[src/logic/wdtu_pkg.sv]
// Package of constants and types for the watchdog timer unit.
package wdtu_pkg;

  // ------------------------------------------------------------------
  // Register indices (byte address is four times the index)
  // ------------------------------------------------------------------
  localparam logic [13:0] WDTU_IDX_OPTION   = 14'h0081;
  localparam logic [13:0] WDTU_IDX_OPTION_M = 14'h0181;
  localparam logic [13:0] WDTU_IDX_CONFIG   = 14'h2007;
  localparam logic [13:0] WDTU_IDX_STATUS   = 14'h0010;

  // ------------------------------------------------------------------
  // Field positions and reset values
  // ------------------------------------------------------------------
  localparam int          WDTU_CFG_EN_BIT    = 3;
  localparam int          WDTU_OPT_PSA_BIT   = 3;
  localparam int          WDTU_ST_FLAG_BIT   = 0;
  localparam int          WDTU_ST_SLEEP_BIT  = 1;
  localparam int          WDTU_ST_EN_BIT     = 2;
  localparam logic [7:0]  WDTU_OPT_RESET     = 8'hFF;
  localparam logic [7:0]  WDTU_CFG_RESET     = 8'h00;
  localparam logic [7:0]  WDTU_CNT_LAST      = 8'hFF;
  localparam logic [7:0]  WDTU_BYTE_ZERO     = 8'h00;
  localparam logic [31:0] WDTU_WORD_ZERO     = 32'h0000_0000;

  // ------------------------------------------------------------------
  // Timing of the modelled RC oscillator
  // ------------------------------------------------------------------
  localparam int          WDTU_CLK_PERIOD_NS = 10;
  localparam int          WDTU_OSC_PERIOD_NS = 1000;
  localparam int          WDTU_OSC_CYC       =
    WDTU_OSC_PERIOD_NS / WDTU_CLK_PERIOD_NS;
  localparam logic [6:0]  WDTU_OSC_LAST      = 7'(WDTU_OSC_CYC - 1);
  localparam logic [6:0]  WDTU_OSC_ZERO      = 7'h00;

  // ------------------------------------------------------------------
  // Types
  // ------------------------------------------------------------------
  typedef enum logic [1:0] {
    WDTU_ST_RUN   = 2'b01,
    WDTU_ST_SLEPT = 2'b10
  } wdtu_state_t;

  // Mask of 2**ratio - 1 postscaler counts.
  function automatic logic [7:0] wdtu_ratio_mask(input logic [2:0] ratio);
    wdtu_ratio_mask = 8'((9'h001 << ratio) - 9'h001);
  endfunction

endpackage

[src/logic/wdtu_scaler.sv]
// Shared scaler that divides watchdog overflows by two to the ratio.
module wdtu_scaler
  import wdtu_pkg::*;
(
  input  wire logic       clk_i,
  input  wire logic       rst_i,
  input  wire logic       ce_i,
  input  wire logic       clr_i,
  input  wire logic       inc_i,
  input  wire logic [2:0] ratio_i,
  output logic            done_o
);

  logic [7:0] cnt_ff;
  logic [7:0] nxt_cnt;

  assign done_o = inc_i && ((cnt_ff & wdtu_ratio_mask(ratio_i)) ==
                            wdtu_ratio_mask(ratio_i));

  always_comb begin
    nxt_cnt = cnt_ff;
    if (clr_i || done_o) begin
      nxt_cnt = WDTU_BYTE_ZERO;
    end else if (inc_i) begin
      nxt_cnt = 8'(cnt_ff + 8'h01);
    end
  end

  always_ff @(posedge clk_i) begin
    if (rst_i) begin
      cnt_ff <= WDTU_BYTE_ZERO;
    end else if (ce_i) begin
      cnt_ff <= nxt_cnt;
    end
  end

endmodule

[src/logic/wdtu_top.sv]
// Watchdog timer unit with its register slave on classic Wishbone.
//
// Summary of operation
// Counter ticks from an internal free-running oscillator, not the CPU clock.
// When enabled, counting continues while the processor sleeps.
// Expiry in normal operation raises a full device reset.
// Expiry during sleep wakes the device instead of resetting.
// Every expiry clears the expiry status flag.
// Configuration bit 3 at zero disables the watchdog for good.
// Option register: bit 3 assigns scaler, bits 2..0 give the ratio.
// Sleep instruction clears the counter and the assigned scaler.
// With the scaler assigned, expiry rate divides by two to the ratio.
// The clear instruction resets counter and assigned scaler.
//
// The Wishbone register port was chosen for this implementation.
module wdtu_top
  import wdtu_pkg::*;
(
  input  wire logic        clk_i,
  input  wire logic        rst_i,
  input  wire logic        ce_i,
  input  wire logic        cyc_i,
  input  wire logic        stb_i,
  input  wire logic        we_i,
  input  wire logic [15:0] adr_i,
  input  wire logic [3:0]  sel_i,
  input  wire logic [31:0] dat_i,
  input  wire logic [7:0]  cfg_word_i,
  input  wire logic        sleep_instr_i,
  input  wire logic        clear_instr_i,
  output logic [31:0]      dat_o,
  output logic             ack_o,
  output logic             wdt_reset_o,
  output logic             wake_o,
  output logic             sleeping_o,
  output logic             expiry_status_flag_o
);

  // ------------------------------------------------------------------
  // State
  // ------------------------------------------------------------------
  logic [6:0]  osc_cnt_ff;
  logic [7:0]  wdt_cnt_ff;
  logic [7:0]  option_ff;
  logic [7:0]  config_ff;
  logic        cfg_loaded_ff;
  logic        flag_ff;
  logic        reset_ff;
  logic        wake_ff;
  logic        sleeping_ff;
  logic        ack_ff;
  logic [31:0] dat_ff;
  wdtu_state_t state_ff;

  logic [6:0]  nxt_osc_cnt;
  logic [7:0]  nxt_wdt_cnt;
  logic [7:0]  nxt_option;
  logic [7:0]  nxt_config;
  logic        nxt_cfg_loaded;
  logic        nxt_flag;
  logic        nxt_reset;
  logic        nxt_wake;
  logic        nxt_sleeping;
  logic        nxt_ack;
  logic [31:0] nxt_dat;
  wdtu_state_t nxt_state;

  logic        osc_tick;
  logic        wdt_enable;
  logic        scaler_assign_select;
  logic        base_ovf;
  logic        scaler_done;
  logic        expiry;
  logic        wdt_clr;
  logic        bus_req;
  logic        bus_wr;
  logic [13:0] idx;

  function automatic logic idx_is(input logic [13:0] a,
                                  input logic [13:0] b);
    idx_is = (a == b);
  endfunction

  // ------------------------------------------------------------------
  // Time base and expiry
  // ------------------------------------------------------------------
  // The oscillator divider never looks at sleep: it stands for the RC
  // oscillator that keeps running while the processor clock is stopped.
  assign osc_tick    = (osc_cnt_ff == WDTU_OSC_LAST);
  assign wdt_enable  = config_ff[WDTU_CFG_EN_BIT] && cfg_loaded_ff;
  assign scaler_assign_select         = option_ff[WDTU_OPT_PSA_BIT];
  assign base_ovf    = wdt_enable && osc_tick &&
                       (wdt_cnt_ff == WDTU_CNT_LAST);
  assign expiry      = scaler_assign_select ? scaler_done : base_ovf;
  assign wdt_clr     = sleep_instr_i || clear_instr_i; // see R8

  wdtu_scaler u_scaler (
    .clk_i   (clk_i),
    .rst_i   (rst_i),
    .ce_i    (ce_i),
    .clr_i   (wdt_clr && scaler_assign_select),
    .inc_i   (base_ovf && scaler_assign_select),
    .ratio_i (option_ff[2:0]),
    .done_o  (scaler_done)
  );

  always_comb begin
    nxt_osc_cnt = osc_tick ? WDTU_OSC_ZERO : 7'(osc_cnt_ff + 7'h01);
    nxt_wdt_cnt = wdt_cnt_ff;
    if (wdt_clr || !wdt_enable) begin
      nxt_wdt_cnt = WDTU_BYTE_ZERO; // see R8
    end else if (osc_tick) begin
      nxt_wdt_cnt = 8'(wdt_cnt_ff + 8'h01);
    end
  end

  // ------------------------------------------------------------------
  // Sleep state, reset and wake pulses, status flag
  // ------------------------------------------------------------------
  always_comb begin
    nxt_state = state_ff;
    nxt_reset = 1'b0;
    nxt_wake  = 1'b0;
    nxt_flag  = flag_ff;
    unique case (state_ff)
      WDTU_ST_RUN: begin
        if (expiry) begin
          nxt_reset = 1'b1;
        end else if (sleep_instr_i) begin
          nxt_state = WDTU_ST_SLEPT;
        end
      end
      WDTU_ST_SLEPT: begin
        if (expiry) begin
          nxt_wake  = 1'b1;
          nxt_state = WDTU_ST_RUN;
        end
      end
      default: begin
        nxt_state = WDTU_ST_RUN;
      end
    endcase
    // Expiry wins over an instruction that sets the flag in the same cycle.
    if (expiry) begin
      nxt_flag = 1'b0;
    end else if (wdt_clr) begin
      nxt_flag = 1'b1;
    end
    nxt_sleeping = (nxt_state == WDTU_ST_SLEPT);
  end

  // ------------------------------------------------------------------
  // Wishbone slave and registers
  // ------------------------------------------------------------------
  assign idx     = adr_i[15:2];
  assign bus_req = cyc_i && stb_i && !ack_ff;
  assign bus_wr  = bus_req && we_i && sel_i[0];

  always_comb begin
    nxt_ack        = bus_req;
    nxt_dat        = WDTU_WORD_ZERO;
    nxt_option     = option_ff;
    nxt_config     = config_ff;
    nxt_cfg_loaded = 1'b1;
    // The strap is caught on the first enabled edge after reset release.
    if (!cfg_loaded_ff) begin
      nxt_config = cfg_word_i;
    end
    if (bus_wr && (idx_is(idx, WDTU_IDX_OPTION) ||
                   idx_is(idx, WDTU_IDX_OPTION_M))) begin
      nxt_option = dat_i[7:0];
    end
    if (bus_req && !we_i) begin
      if (idx_is(idx, WDTU_IDX_OPTION) ||
          idx_is(idx, WDTU_IDX_OPTION_M)) begin
        nxt_dat[7:0] = option_ff;
      end else if (idx_is(idx, WDTU_IDX_CONFIG)) begin
        nxt_dat[7:0] = config_ff;
      end else if (idx_is(idx, WDTU_IDX_STATUS)) begin
        nxt_dat[WDTU_ST_FLAG_BIT]  = flag_ff;
        nxt_dat[WDTU_ST_SLEEP_BIT] = (state_ff == WDTU_ST_SLEPT);
        nxt_dat[WDTU_ST_EN_BIT]    = wdt_enable;
      end
    end
  end

  always_ff @(posedge clk_i) begin
    if (rst_i) begin
      osc_cnt_ff    <= WDTU_OSC_ZERO;
      wdt_cnt_ff    <= WDTU_BYTE_ZERO;
      option_ff     <= WDTU_OPT_RESET;
      config_ff     <= WDTU_CFG_RESET;
      cfg_loaded_ff <= 1'b0;
      flag_ff       <= 1'b1;
      reset_ff      <= 1'b0;
      wake_ff       <= 1'b0;
      sleeping_ff   <= 1'b0;
      ack_ff        <= 1'b0;
      dat_ff        <= WDTU_WORD_ZERO;
      state_ff      <= WDTU_ST_RUN;
    end else if (ce_i) begin
      osc_cnt_ff    <= nxt_osc_cnt;
      wdt_cnt_ff    <= nxt_wdt_cnt;
      option_ff     <= nxt_option;
      config_ff     <= nxt_config;
      cfg_loaded_ff <= nxt_cfg_loaded;
      flag_ff       <= nxt_flag;
      reset_ff      <= nxt_reset;
      wake_ff       <= nxt_wake;
      sleeping_ff   <= nxt_sleeping;
      ack_ff        <= nxt_ack;
      dat_ff        <= nxt_dat;
      state_ff      <= nxt_state;
    end
  end

  assign dat_o                = dat_ff;
  assign ack_o                = ack_ff;
  assign wdt_reset_o          = reset_ff;
  assign wake_o               = wake_ff;
  assign sleeping_o           = sleeping_ff;
  assign expiry_status_flag_o = flag_ff;

  // ------------------------------------------------------------------
  // Assertions
  // ------------------------------------------------------------------
  property p_osc_wrap;
    @(posedge clk_i) disable iff (rst_i)
      ce_i && osc_tick |=> osc_cnt_ff == WDTU_OSC_ZERO;
  endproperty
  a_osc_wrap: assert property (p_osc_wrap)
    else $error("Oscillator divider did not wrap.");

  property p_sleep_count;
    @(posedge clk_i) disable iff (rst_i)
      ce_i && sleeping_o && wdt_enable && osc_tick && !wdt_clr &&
      wdt_cnt_ff != WDTU_CNT_LAST |=> wdt_cnt_ff == $past(wdt_cnt_ff) + 8'h01;
  endproperty
  a_sleep_count: assert property (p_sleep_count)
    else $error("Watchdog stopped counting during sleep.");

  property p_reset_on_expiry;
    @(posedge clk_i) disable iff (rst_i)
      ce_i && expiry && state_ff == WDTU_ST_RUN |=> wdt_reset_o && !wake_o;
  endproperty
  a_reset_on_expiry: assert property (p_reset_on_expiry)
    else $error("Expiry in run did not reset the device.");

  property p_wake_on_expiry;
    @(posedge clk_i) disable iff (rst_i)
      ce_i && expiry && sleeping_o |=> wake_o && !sleeping_o && !wdt_reset_o;
  endproperty
  a_wake_on_expiry: assert property (p_wake_on_expiry)
    else $error("Expiry in sleep did not wake the device.");

  property p_flag_clear;
    @(posedge clk_i) disable iff (rst_i)
      ce_i && expiry |=> !expiry_status_flag_o;
  endproperty
  a_flag_clear: assert property (p_flag_clear)
    else $error("Expiry did not clear the status flag.");

  property p_disabled;
    @(posedge clk_i) disable iff (rst_i)
      cfg_loaded_ff && !config_ff[WDTU_CFG_EN_BIT] |=> !wdt_reset_o && !wake_o;
  endproperty
  a_disabled: assert property (p_disabled)
    else $error("Disabled watchdog produced an event.");

  property p_option_write;
    @(posedge clk_i) disable iff (rst_i)
      ce_i && bus_wr && idx_is(idx, WDTU_IDX_OPTION) |=>
      option_ff == $past(dat_i[7:0]);
  endproperty
  a_option_write: assert property (p_option_write)
    else $error("Option register write was lost.");

  property p_sleep_clear;
    @(posedge clk_i) disable iff (rst_i)
      ce_i && sleep_instr_i |=> wdt_cnt_ff == WDTU_BYTE_ZERO;
  endproperty
  a_sleep_clear: assert property (p_sleep_clear)
    else $error("Sleep instruction did not clear the counter.");

  property p_scaled;
    @(posedge clk_i) disable iff (rst_i)
      scaler_assign_select && base_ovf && u_scaler.cnt_ff == WDTU_BYTE_ZERO |->
      expiry == (option_ff[2:0] == 3'h0);
  endproperty
  a_scaled: assert property (p_scaled)
    else $error("Scaler fired on the wrong overflow.");

  property p_clear_instr;
    @(posedge clk_i) disable iff (rst_i)
      ce_i && clear_instr_i && !expiry |=>
      wdt_cnt_ff == WDTU_BYTE_ZERO && expiry_status_flag_o;
  endproperty
  a_clear_instr: assert property (p_clear_instr)
    else $error("Clear instruction did not restart the watchdog.");

endmodule

[config.mk]
export PLATFORM = sky130hd
export DESIGN_NAME = wdtu_top
export DESIGN_NICKNAME = d
export VERILOG_FILES = /design/src/logic/wdtu_pkg.sv /design/src/logic/wdtu_scaler.sv /design/src/logic/wdtu_top.sv
export SDC_FILE = /design/constraint.sdc
export NUM_CORES = 1
export LEC_CHECK = 0
export BUFFER_PORTS_ARGS = -buffer_cell sky130_fd_sc_hd__buf_2
export CORE_MARGIN = 1
export CORE_UTILIZATION = 53
export DETAILED_ROUTE_END_ITERATION = 16
export PLACE_DENSITY_LB_ADDON = 0.05
export SETUP_SLACK_MARGIN = 0.15
export SLEW_MARGIN = 20
export SYNTH_ARGS = -nofsm -noshare
export SYNTH_HDL_FRONTEND = slang
export SYNTH_HIERARCHICAL = 1
export SYNTH_SLANG_ARGS = --single-unit
export TNS_END_PERCENT = 5
[constraint.sdc]
create_clock -name clk_i -period 6.8 [get_ports clk_i]
set_input_delay 0.68 -clock clk_i [delete_from_list [all_inputs] [get_ports clk_i]]
set_output_delay 0.68 -clock clk_i [all_outputs]
set_load 0.02 [all_outputs]
==> impl_metrics.yaml, run 1 <==
run_status:
  outcome: "finished clean"
cts:
  holdBufCountCts: 0
  ctsHtreeMaxLevel: 2
  buffer_type_at_the_clock_tree_root: "clkbuf_8"
  numCtsBuffers: 5
  postCtsSetupBuffers: 0
  clock_sinks: 54
  path_clk_slew_ps: 100
  cts_repair_resizes: 0
  cts_tree: "done"
  clk_latency_ps: 310
  cts.path.max_buffers: 2
routing:
  antenna_left: 0
  violation_count_after_the_first_detailed_route_iteration: 139
  drc: 0
  detail_route.first_pass.iterations: 7
  route.vias.total: 2415
  finalWirelength_mm: 6.16
  routed_wire_length_per_instance_um: 13.9
  vias_per_cell: 5.45
synthesis:
  syn-instance-count: 325
  yosys.cell_count.top_type: "dfxtp_1"
  synth-async-reset-ratio_pct: 0
  synth_enable_flop_cells: 0
  ys.flop_type: "dfxtp_1"
  largest_area_contributor_in_the_synthesized_netlist: "dfxtp_1"
  synth_cell_types: 62
  synth_seq_cells: 54
  synthTopCellsByArea: "dfxtp_1 38%, buf_4 6.3%, mux2i_1 5.9%"
  synth_area_mm2: 0.00286
  synth_commonest_cells: "54 x dfxtp_1, 41 x nand2_1, 35 x nor2_1"
  yosys.area.top_type_share_pct: 37.8
  synth.avg_cell_area_um2: 8.81
  synth_seq_area_share_pct: 37.8
  yosys_warnings: 6
timing:
  fmax_mhz: 346
  hold_ws_ps: 453
  final_setup_skew_ps: 8.87
  rsz0062_at_grt: "false"
  setup_viol: 0
  finalHoldViolations: 0
  min_period_over_period_pct: 42.5
  timing.slew.headroom_pct: 52.8
  tns_ps: 0
  setup_slack_ps: 3910
  post_layout_minimum_cycle_time_ps: 2890
  worst_slew_pin_slew_ps: 706
  final-max-slew-violation-count: 0
worst_hold_path:
  hold_class: "flip-flop to flip-flop"
  worstHoldStart: "dat_o[6]"
grt:
  grt-ovfl-total: 0
  grt_util_all_layers_pct: 22.7
  grt_pass1_wl_mm: 9.68
  pin_count_of_the_biggest_net_entering_global_routing: 24
  grt_pass1_vias: 2042
  grt_antenna_before_repair: 0
setup_path:
  critPathLaunch: "osc_cnt_ff[2]"
  critical_path.reg2reg.startpoint: "osc_cnt_ff[2]"
  cp_data_required_time_ps: 7010
  worst_setup_path_end_kind: "flip-flop"
  setup.worst_path.start_class: "flip-flop"
  timing.setup.critical_path_class: "flip-flop to flip-flop"
  critical_path.max_fanout: 5
  worst_ep_arrival_time_ps: 3100
floorplanning:
  placementRows: 26
  die_h_um: 75.5
  io_pins: 105
  die_w_um: 75.5
  core-area_mm2: 0.00514
  area_of_the_die_mm2: 0.00570
  floorplan.initialDensity_pct: 55.7
finish:
  final_core_util_pct: 60.9
  synthToLayoutAreaGrowth_pct: 9.35
  drive_above_1_share_pct: 20.6
  antenna_cells: 0
  finish.net_count: 446
place:
  globalplace.congestion: 0.812
  buffer_ports.inserted: 51
  dpl_worst_slack_ps: 3940
  placed_wire_length_estimate_after_detailed_placement_mm: 4.56
pwr:
  overall_power_consumption_uw: 586
  leakagePower_nw: 1.31
  power-per-cell-area_mw_per_mm2: 187
  maximum_resistive_drop_on_vdd_uv: 106
job:
  drv.max_cap_violation_count: 0
==> per-layer routing <==
layer  wire length (um)  vias up  track usage [%]
met5                  0        -                0
met4                 59        0             6.17
met3                245        6             5.03
met2               2960       61             36.1
met1               2900     1153             31.1
li1                   -     1195                -
==> cell usage in the layout, fill, tap and decap left out, types with 3 or more instances in the layout <==
cell       n
inv_1      5
and2_1     8
xnor2_1    3
nor3_1     5
a22oi_1    7
mux2i_1   17
conb_1    24
nor2_1    35
dfxtp_1   54
a32o_1     3
buf_2     51
nand4_1    7
o21ai_1   10
clkbuf_8   5
o21ai_0    4
a21oi_1    8
nand2_1   41
nand3_1   10
a31oi_1    6
and3_1     6
ha_1       5
xor2_1    11
==> area by class of cell <==
type                       count  area (um2)
fill                         483        2010
inverter                       6        22.5
clock buffer                   7        76.3
sequential                    54        1080
tap                           70        87.6
multi-input combinational    255        1610
timing repair buffer          51         255
==> registers in the layout, summed over array words and instances, names as in the netlist <==
register and count:
ack_o 1, config_ff 8, wake_o 1, u_scaler/cnt_ff 7, expiry_status_flag_o 1, cfg_loaded_ff 1, dat_o 8, osc_cnt_ff 7
wdt_reset_o 1, wdt_cnt_ff 8, state_ff 2, sleeping_o 1, option_ff 8
==> critical path, stage by stage, from the launching register on <==
cell and delay [ps]:
dfxtp_1 370, nor4b_4 430, nand3_2 190, nor2_1 170
and2_1 190, a21boi_1 290, and4_1 310, nand3b_1 150
nand4_1 90, o21ai_0 260, nand2_1 80, a32o_1 260
==> report_power, final <==
group          total [mW]  internal [mW]  switching (mW)
registers           0.332          0.324         0.00794
logic              0.0798         0.0292          0.0506
clock network       0.174         0.0713           0.102
total               0.586          0.425           0.161
==> worst paths after layout <==
check	endpoint	slack [ps]	cells past startpoint
worst min-delay path	dat_o[6]	450	2
worst max-delay path	sleeping_o	3910	11
worst min register to register	dat_o[6]	450	2
worst max register to register	sleeping_o	3910	11
==> cell families (layout without fill, tap and decap cells) <==
group / count (synthesis) / after routing / share of synthesized area (%)
flip-flops: 54 / 54 / 37.8
adder cells (fa/ha/maj): 5 / 5 / 2.19
AND/OR/NAND/NOR: 141 / 141 / 27.0
multiplexers: 17 / 17 / 5.94
buffers and inverters: 39 / 64 / 9.09
XOR/XNOR: 14 / 14 / 4.28
other: 1 / 24 / 0.131
AO/OA/AOI/OAI: 54 / 54 / 13.6
==> stage by stage <==
stage | cell area (um2) | cells
after floorplan | 2950 | 348
after global placement | 3050 | 436
after detailed placement | 3050 | 436
after CTS | 3130 | 443
after global routing | 3130 | 443
final | 3130 | 443
Power figures use the tool's default switching activity.
==> run 2: changes to the inputs <==
Settings changed: CORE_UTILIZATION 53 to 45.
Clock period 6.8 ns to 2.3 ns, I/O delays scaled along.
==> impl_metrics.yaml, run 2 (synthesis results as in run 1) <==
setup_path:
  path_cells: "nor4b_4, nand3_2, nor2_4, and2_4, a21boi_4, and4_4, nand3b_1, nand4_1, o21ai_2, nand2_1, a32o_1"
  critical-path-max-stage-delay_ps: 370
  cp_data_required_time_ps: 2510
  timing.setup.critical_path_class: "flip-flop to flip-flop"
  critical_path.slowest_cell: "dfxtp_4"
  worst_ep_arrival_time_ps: 2520
  critical_path.max_fanout: 4
  setup.worst_path.start_class: "flip-flop"
  worst_setup_path_end_kind: "flip-flop"
place:
  globalplace.congestion: 0.782
  placedCellCount: 463
  placed_wire_length_estimate_after_detailed_placement_mm: 4.81
  buffer_ports.inserted: 51
  dpl_worst_slack_ps: 0.363
cts:
  ctsHtreeMaxLevel: 2
  path_clk_slew_ps: 110
  numCtsBuffers: 5
  clock_sinks: 54
  cts_tree: "done"
  buffer_type_at_the_clock_tree_root: "clkbuf_8"
  clk_latency_ps: 320
  cts.path.max_buffers: 2
pwr:
  maximum_resistive_drop_on_vdd_uv: 371
  leakagePower_nw: 1.46
  power-per-cell-area_mw_per_mm2: 548
routing:
  antenna_left: 0
  route.vias.total: 2445
  drc: 0
  detail_route.first_pass.iterations: 4
  violation_count_after_the_first_detailed_route_iteration: 73
  finalWirelength_mm: 6.47
  vias_per_cell: 5.17
  routed_wire_length_per_instance_um: 13.7
timing:
  setup_viol: 1
  final-max-slew-violation-count: 0
  hold_ws_ps: 118
  post_layout_minimum_cycle_time_ps: 2310
  timing.slew.headroom_pct: 58.2
  rsz0062_at_grt: "true"
  tns_ps: -8.14
  fmax_mhz: 433
  setup_slack_ps: -8.14
  final_setup_skew_ps: 8.86
  worst_slew_pin_slew_ps: 624
  min_period_over_period_pct: 100
  finalHoldViolations: 0
finish:
  synthToLayoutAreaGrowth_pct: 19.3
  combined_area_of_the_multi_input_logic_cells_mm2: 0.00166
  antenna_cells: 0
  final_cell_mix: "52 x dfxtp_1, 51 x buf_2, 40 x nand2_1, 34 x nor2_1, 24 x conb_1"
  fill_cells: 599
  post_layout_cell_count: 473
  sequential_area_mm2: 0.00109
  drive_above_1_share_pct: 28.9
  layout_commonest_cell: "dfxtp_1"
  finish.net_count: 470
grt:
  grt_pass1_wl_mm: 10.9
  grt_util_all_layers_pct: 21.6
  grt-ovfl-total: 0
  grt_antenna_before_repair: 0
  grt_pass1_vias: 2314
  pin_count_of_the_biggest_net_entering_global_routing: 23
floorplanning:
  io_pins: 105
  placementRows: 28
  die_h_um: 81.8
  area_of_the_die_mm2: 0.00668
  die_w_um: 81.8
  floorplan.initialDensity_pct: 47.5
  core-area_mm2: 0.00603
job:
  drv.max_cap_violation_count: 0
worst_hold_path:
  hold_class: "input port to flip-flop"
run_status:
  outcome: "finished with violations"
  failed_checks: "setup timing"
run 2: where the power goes:
| group | total [mW] | internal, mW | switching, mW |
|---|---|---|---|
| combinational | 0.266 | 0.105 | 0.162 |
| clock | 0.626 | 0.289 | 0.337 |
| sequential | 0.980 | 0.957 | 0.0229 |
run 2: layer usage:
layer / track usage (%) / routed length, um / vias to the layer above / part of all wire [%]
met1: 29.3 / 3140 / 1125 / 49
met3: 4.67 / 310 / 11 / 4.8
li1: - / - / 1245 / -
met2: 34.7 / 2900 / 64 / 45
met4: 5.26 / 111 / 0 / 1.7
met5: 0 / 0 / - / 0
run 2: final timing paths:
kind,to,cells past startpoint,slack (ps),start
hold / removal,option_ff[4],3,120,dat_i[4]
setup / recovery,sleeping_o,11,-8,osc_cnt_ff[4]
setup reg to reg,sleeping_o,11,-8,osc_cnt_ff[4]
hold reg to reg,dat_o[6],2,460,dat_o[6]
run 2: final cells by class:
class	instances	share of cell area (%)
Tap cell	75	2.75
Multi-Input combinational cell	255	48.7
Clock inverter	2	0.513
Timing Repair Buffer	75	12.9
Clock buffer	6	2.75
Inverter	6	0.659
Sequential cell	54	31.8
run 2: repair_timing:
action,4_1_cts,5_1_grt
hold buffers,0,0
gates resized for setup,3,9
buffers inserted,1,1
pin swaps,3,10
setup endpoints to repair,6,7
cloned,0,0
run 2: worst max-delay path: cells and delay by family, from the launching register on:
| family | cells | cell delay (ps) |
|---|---|---|
| AO/OA/AOI/OAI | 3 | 540 |
| AND/OR/NAND/NOR | 8 | 1290 |
| flip-flops | 1 | 370 |
run 2: stage by stage:
| step | utilization, % | total power, mW | instance area, um2 |
|---|---|---|---|
| global placement | 53.9 | 1.25 | 3250 |
| floorplan | - | 1.20 | 2970 |
| global route | 56.7 | 1.97 | 3420 |
| finish | 56.7 | 1.87 | 3420 |
| detailed placement | 53.9 | 1.25 | 3250 |
| CTS | 56.0 | 1.88 | 3380 |
